==> config.mk <==
export PLATFORM = sky130hd
export DESIGN_NAME = slpm_top
export DESIGN_NICKNAME = d
export VERILOG_FILES = /design/src/verilog/slpm_pkg.sv /design/src/verilog/slpm_od_pin.sv /design/src/verilog/slpm_top.sv
export VERILOG_INCLUDE_DIRS = /design/src /design/src/verilog
export SDC_FILE = /design/constraint.sdc
export NUM_CORES = 1
export LEC_CHECK = 0
export BUFFER_PORTS_ARGS = -buffer_cell sky130_fd_sc_hd__buf_2
export CAP_MARGIN = 20
export CORE_MARGIN = 2
export CORE_UTILIZATION = 37
export CTS_BUF_LIST = sky130_fd_sc_hd__clkbuf_4
export DETAILED_ROUTE_END_ITERATION = 8
export PLACE_DENSITY_LB_ADDON = 0.3
export SLEW_MARGIN = 10
export SYNTH_ARGS = -nofsm -noshare
export SYNTH_HDL_FRONTEND = slang
export SYNTH_SLANG_ARGS = --single-unit
==> constraint.sdc <==
create_clock -name clk -period 1.45 [get_ports clk]
set_input_delay 0.29 -clock clk [delete_from_list [all_inputs] [get_ports clk]]
set_output_delay 0.29 -clock clk [all_outputs]
set_load 0.05 [all_outputs]
==> src/verilog/slpm_consts.svh <==
// constants and bit positions for the status led pin mux
`ifndef SLPM_CONSTS_SVH
`define SLPM_CONSTS_SVH
`define SLPM_ADDR_W        4
`define SLPM_LED_CTRL_ADDR 4'h0
`define SLPM_INT_STAT_ADDR 4'h1
`define SLPM_INT_MASK_ADDR 4'h2
`define SLPM_PIN_STAT_ADDR 4'h3
`define SLPM_LED_CTRL_RST  8'h00
`define SLPM_INT_MASK_RST  4'h0
// led control field positions
`define SLPM_A_LED1_BIT    0
`define SLPM_A_LED2_BIT    1
`define SLPM_B_LED1_BIT    2
`define SLPM_B_LED2_BIT    3
`define SLPM_A_RDY_SEL_BIT 4
`define SLPM_A_ERR_SEL_BIT 5
`define SLPM_B_RDY_SEL_BIT 6
`define SLPM_B_ERR_SEL_BIT 7
// flag positions in status and mask
`define SLPM_A_RDY_FLAG    0
`define SLPM_A_ERR_FLAG    1
`define SLPM_B_RDY_FLAG    2
`define SLPM_B_ERR_FLAG    3
`endif

==> src/verilog/slpm_pkg.sv <==
// types for the status led pin mux
package slpm_pkg;
  typedef struct packed {
    logic b_err;
    logic b_rdy;
    logic a_err;
    logic a_rdy;
  } slpm_flags_t;
  typedef struct packed {
    logic out;
    logic oe;
  } slpm_od_t;
endpackage

==> src/verilog/slpm_od_pin.sv <==
// one open-drain dual purpose status pin
`timescale 1ns/100ps
module slpm_od_pin
  import slpm_pkg::*;
(
  input  wire logic     clk,
  input  wire logic     reset,
  input  wire logic     select,
  input  wire logic     flag,
  input  wire logic     led_on,
  output slpm_od_t      pin
);
  logic active;
  logic oe_r;
  assign active = select ? flag : led_on;
  // registered drive keeps the pin glitch free on select changes
  always_ff @(posedge clk or posedge reset) begin
    if (reset) begin
      oe_r <= 1'b0;
    end else begin
      oe_r <= active;
    end
  end
  assign pin.out = 1'b0;
  assign pin.oe  = oe_r;
endmodule // slpm_od_pin

==> src/verilog/slpm_top.sv <==
// status led pin mux: led control, interrupt flags and four open-drain pins
`timescale 1ns/100ps
`include "slpm_consts.svh"
module slpm_top
  import slpm_pkg::*;
(
  input  wire logic                    clk,
  input  wire logic                    reset,
  input  wire logic [`SLPM_ADDR_W-1:0] addr,
  input  wire logic [7:0]              wdata,
  input  wire logic                    wr,
  input  wire logic                    rd,
  output logic      [7:0]              rdata,
  input  wire slpm_flags_t             flag_set,
  output logic                         irq,
  output logic                         chan_a_ready_led_pin_o,
  output logic                         chan_a_ready_led_pin_oe,
  output logic                         chan_a_error_led_pin_o,
  output logic                         chan_a_error_led_pin_oe,
  output logic                         chan_b_ready_led_pin_o,
  output logic                         chan_b_ready_led_pin_oe,
  output logic                         chan_b_error_led_pin_o,
  output logic                         chan_b_error_led_pin_oe
);
  logic [7:0]  led_control_register_r;
  slpm_flags_t stat_r;
  logic [3:0]  mask_r;
  logic [7:0]  rdata_r;
  slpm_od_t    pin_a_rdy;
  slpm_od_t    pin_a_err;
  slpm_od_t    pin_b_rdy;
  slpm_od_t    pin_b_err;
  logic        stat_wr;
  logic [3:0]  pin_state;

  assign stat_wr = wr && (addr == `SLPM_INT_STAT_ADDR);

  always_ff @(posedge clk or posedge reset) begin
    if (reset) begin
      led_control_register_r <= `SLPM_LED_CTRL_RST;
    end else if (wr && addr == `SLPM_LED_CTRL_ADDR) begin
      led_control_register_r <= wdata;
    end
  end

  always_ff @(posedge clk or posedge reset) begin
    if (reset) begin
      mask_r <= `SLPM_INT_MASK_RST;
    end else if (wr && addr == `SLPM_INT_MASK_ADDR) begin
      mask_r <= wdata[3:0];
    end
  end

  // write one to clear; a new event in the same cycle wins
  always_ff @(posedge clk or posedge reset) begin
    if (reset) begin
      stat_r <= '0;
    end else begin
      stat_r <= (stat_r & ~(stat_wr ? wdata[3:0] : 4'h0)) | flag_set;
    end
  end

  assign irq = |(stat_r & mask_r);

  always_ff @(posedge clk or posedge reset) begin
    if (reset) begin
      rdata_r <= 8'h00;
    end else if (rd) begin
      case (addr)
        `SLPM_LED_CTRL_ADDR: rdata_r <= led_control_register_r;
        `SLPM_INT_STAT_ADDR: rdata_r <= {4'h0, stat_r};
        `SLPM_INT_MASK_ADDR: rdata_r <= {4'h0, mask_r};
        `SLPM_PIN_STAT_ADDR: rdata_r <= {4'h0, pin_state};
        default:             rdata_r <= 8'h00;
      endcase
    end else begin
      rdata_r <= 8'h00;
    end
  end
  assign rdata = rdata_r;

  slpm_od_pin u_a_rdy (
    .clk    (clk),
    .reset  (reset),
    .select (led_control_register_r[`SLPM_A_RDY_SEL_BIT]),
    .flag   (stat_r.a_rdy),
    .led_on (led_control_register_r[`SLPM_A_LED1_BIT]),
    .pin    (pin_a_rdy)
  );
  slpm_od_pin u_a_err (
    .clk    (clk),
    .reset  (reset),
    .select (led_control_register_r[`SLPM_A_ERR_SEL_BIT]),
    .flag   (stat_r.a_err),
    .led_on (led_control_register_r[`SLPM_A_LED2_BIT]),
    .pin    (pin_a_err)
  );
  slpm_od_pin u_b_rdy (
    .clk    (clk),
    .reset  (reset),
    .select (led_control_register_r[`SLPM_B_RDY_SEL_BIT]),
    .flag   (stat_r.b_rdy),
    .led_on (led_control_register_r[`SLPM_B_LED1_BIT]),
    .pin    (pin_b_rdy)
  );
  slpm_od_pin u_b_err (
    .clk    (clk),
    .reset  (reset),
    .select (led_control_register_r[`SLPM_B_ERR_SEL_BIT]),
    .flag   (stat_r.b_err),
    .led_on (led_control_register_r[`SLPM_B_LED2_BIT]),
    .pin    (pin_b_err)
  );

  assign pin_state = {pin_b_err.oe, pin_b_rdy.oe, pin_a_err.oe, pin_a_rdy.oe};
  assign chan_a_ready_led_pin_o  = pin_a_rdy.out;
  assign chan_a_ready_led_pin_oe = pin_a_rdy.oe;
  assign chan_a_error_led_pin_o  = pin_a_err.out;
  assign chan_a_error_led_pin_oe = pin_a_err.oe;
  assign chan_b_ready_led_pin_o  = pin_b_rdy.out;
  assign chan_b_ready_led_pin_oe = pin_b_rdy.oe;
  assign chan_b_error_led_pin_o  = pin_b_err.out;
  assign chan_b_error_led_pin_oe = pin_b_err.oe;
endmodule // slpm_top

# == Word-level counts from Yosys, hierarchy flattened ==
# Index checks and enable logic that the tools add are counted.
# word_totals
register_bits,28
input_bits,20
output_inout_bits,17
word_cells,30
# classes
eq_ne,3
mux,7
n_bitwise,4
reduce_logical,5
# ops
cell,count
$pmux 8 s4,1
$and 4x4->4,2
$eq 4x2->1 const B,2
$mux 8,1
$eq 4x1->1 const B,1
$logic_not 4->1,1
$mux 1,4
$mux 4,1
$not 4->4,1
$or 4x4->4,1
$reduce_or 4->1,1
$logic_and 1x1->1,3

# == Longest topological paths before layout ==
# depth
depth_word,6
depth_mapped,4
mapped_depth_nobuf,3

# == Hierarchy ==
# A second synthesis with hierarchy kept.
# unflattened
cells_unflattened,103
hier_area_um2,1303.8
# modules_own_cells
module,n_inst,cells_each,area_per_inst_um2,seq_area_each_um2
slpm_top,1,79,1053.5,600.6
slpm_od_pin,4,6,62.6,25.0

# == Worst setup path before layout ==
# Ideal clock, no wire load.
# synth_path
path_kind,in2reg
startpoint,input addr[3]
endpoint,register mask_r[0]
setup_time_ns,0.125
arrival_ns,1.037
required_ns,1.325
slack_ns,0.289
stages,3
path_buffers,0
path_cell_list,nor3b_4 -> nand3b_1 -> mux2_2
# synth_via
elab_chain_cells,2
# synth_lines
item,line,rtl
start: declaration,slpm_top.sv:9,"input wire logic [`SLPM_ADDR_W-1:0] addr,"
$eq 4x2->1,n/a,
$logic_and 1x1->1 (no line),n/a,
end signal: assignment,slpm_top.sv:48,mask_r <= `SLPM_INT_MASK_RST;
end signal: assignment,slpm_top.sv:50,mask_r <= wdata[3:0];
end: declaration,slpm_top.sv:27,logic [3:0] mask_r;
# Every way passes these cells.
# A chain may end at the register's enable or synchronous reset.

# == Worst setup path in the final report ==
# layout_path
startpoint,register mask_r[3]
endpoint,output irq
# layout_via
elab_chain_cells,2
# layout_lines
item,line,rtl
$and 4x4->4,slpm_top.sv:63,assign irq = |(stat_r & mask_r);
$reduce_or 4->1,slpm_top.sv:63,
end: declaration,slpm_top.sv:15,"output logic irq,"
# Every way passes these cells.

==> results.cfg <==
[drt]
ant_nets = 0
via_count = 871
viasPerCell = 4.89
drt-pass1-iter-count = 4
drt_iter0_markers = 16
drc = 0
wire_per_inst_um = 14.0
wl_mm = 2.49

[clocking]
cts_max_level = 1
cts_tree = built
clock_latency_ns = 0.33
max-clock-path-buffers = 2
numCtsBuffers = 3
clk_pin_slew_worst_paths_ns = 0.15
clkSinkCount = 28
root_buffer = clkbuf_4

[job]
maxCapViolCount = 0

[layout]
final_cell_mix = 31 x buf_2, 28 x dfrtp_1, 16 x mux2_2
drive_gt1_frac = 0.478
fillCellCount = 308
final_common_cell = buf_2
area_growth_pct = 25.0
post-route-util = 0.493
multiInputGateArea_um2 = 497
nets = 155
seq_area_um2 = 701
antennaDiodeCount = 0

[worst_setup_path]
path_cells = a22oi_2 -> nand2_1 -> buf_6
cp_slowest_stage_delay_ns = 0.43
crit_path_top_delay_cell = dfrtp_1
cp.arrival_ns = 1.20
endpoint_kind = output pin
critPathRequiredTime_ns = 1.16
path_class = reg2out
start_kind = register
crit_fanout = 2

[timing]
period_share = 1.03
skew_ns = 0.00739
setup_slack_ns = -0.0380
max_freq_mhz = 672
drv_slew = 0
rsz0062_at_grt = yes
final_hold_viol_count = 0
tns_ns = -0.0380
holdWs_ns = 0.125
period_minus_slack_ns = 1.49
setup_viol = 1

[grt]
antenna_found_initial = 0
grt_usage = 0.151
grt_pass1_wl_mm = 4.06
grt-ovfl-total = 0
grt_max_degree = 29
grt_pass1_vias = 916

[floorplanning]
initial_core_util = 0.395
die_h_um = 61.3
dieArea_mm2 = 0.00376
die_w_um = 61.3
core_area_mm2 = 0.00308
core.rowCount = 20
ios = 37

[placed_design]
port_buffers = 32
gp_congestion = 0.751

[power]
leakagePower_nw = 0.754
switchingPower_mw = 0.612
p_sw_frac = 0.337
peakVddDrop_mv = 0.617
powerDensity_mw_per_mm2 = 1200
internal_power_mw = 1.20
p_total_mw = 1.82
pwr-share-clk = 0.181
combPwrFrac = 0.280
p_seq_frac = 0.539

[synthesis]
syn_area_mm2 = 0.00121
synth_top_area_frac = 0.577
ys_warn_count = 0
yosysTopAreaCell = dfrtp_1
synth_cells = 91
ys_seq_elements = 28
ys_types = 21
synth_area_per_cell_um2 = 13.4
synth_seq_area_share = 0.577
synth_area_leaders = dfrtp_1 58%, mux2_2 15%, mux2i_1 6.6%, and3_1 2.6%, a21o_1 2.5%

[worst_hold_path]
hold_path.class = in2reg

[outcome]
violations = setup timing
status = finished, violations left
[stage by stage]
stage          instance area, µm²  setup WS [ns]  cells
2_1_floorplan                1230          0.289     94
4_1_cts                      1510        -0.0259    178
3_3_place_gp                 1430          0.143    168
5_1_grt                      1520         -0.111    178
3_5_place_dp                 1430          0.118    168
6_report                     1520        -0.0380    178
[cell type report]
class / count / share of cell area
clock inverters: 1 / 0.00247
well taps: 44 / 0.0362
multi-input cells: 60 / 0.327
inverters: 1 / 0.00247
repair buffers: 41 / 0.156
flip-flops and latches: 28 / 0.461
clock buffers: 3 / 0.0148
[sequential cells by signal, summed over array words and instances (netlist names)]
name,cells
stat_r,4
mask_r,4
u_a_rdy.oe_r,1
led_control_register_r,8
rdata,8
u_b_rdy.oe_r,1
u_b_err.oe_r,1
u_a_err.oe_r,1
[logic make-up after synthesis]
| family | Yosys count | share of synthesized area |
|---|---|---|
| AO/OA/AOI/OAI | 10 | 0.0577 |
| buffers and inverters | 6 | 0.0319 |
| AND/OR/NAND/NOR | 22 | 0.116 |
| multiplexers | 24 | 0.214 |
| flip-flops | 28 | 0.577 |
| other | 1 | 0.00309 |
[path summary, 6_finish.rpt]
check                                                       from                                     to  slack (ns)  cells after the start
min                                                  flag_set[2]                    stat_r[2]$_DFF_PP0_        0.13                      2
min in group asynchronous                                  reset                     rdata[7]$_DFF_PP0_        0.54                      4
min reg2reg                led_control_register_r[6]$_DFFE_PP0P_                     rdata[6]$_DFF_PP0_        0.54                      1
max in group asynchronous                                  reset  led_control_register_r[0]$_DFFE_PP0P_        0.63                      4
max reg2reg                                  stat_r[2]$_DFF_PP0_                     rdata[2]$_DFF_PP0_        0.32                      4
max                                        mask_r[3]$_DFFE_PP0P_                                    irq       -0.04                      3
[cell usage after synthesis]
library cell / instances
mux2i_1: 8
inv_1: 1
dfrtp_1: 28
nand3_1: 4
a21o_1: 4
conb_1: 1
nor2_1: 2
buf_2: 1
o22ai_1: 4
nor3b_4: 1
nand2_1: 1
buf_4: 4
mux2_2: 16
nand2_2: 1
or3b_2: 1
a22oi_1: 2
nand3b_1: 1
nor2b_1: 1
and2_1: 4
and3_1: 5
or3_1: 1
[power groups by stage]
stage	Clock, mW	Sequential, mW	Combinational (mW)
CTS	0.335	0.977	0.506
global route	0.370	0.996	0.548
detailed placement	0	0.993	0.476
global placement	0	0.984	0.469
finish	0.328	0.979	0.509
floorplan	0	1.09	0.244
[routing by layer]
layer  vias up  global-route usage  share of wire
li1        408                   -              -
met1       435               0.196           0.45
met2        26               0.240           0.48
met3         2              0.0336          0.058
met4         0              0.0714         0.0060
met5         -                   0              0
[critical path: cells and delay by family, from the launching register on]
family,cells,cell delay (ns)
DFF,1,0.43
AOI/OAI and AO/OA,1,0.20
and+or+nand+nor,1,0.09
buffers and inverters,1,0.16
[what timing repair did]
item	4_1_cts	5_1_grt
hold buffers	1	0
endpoints found under the setup margin	1	1
hold endpoints to repair	5	0
gates resized for setup	3	1
setup buffers	5	0
pin swaps	2	0
(Power assumes the default switching activity.)
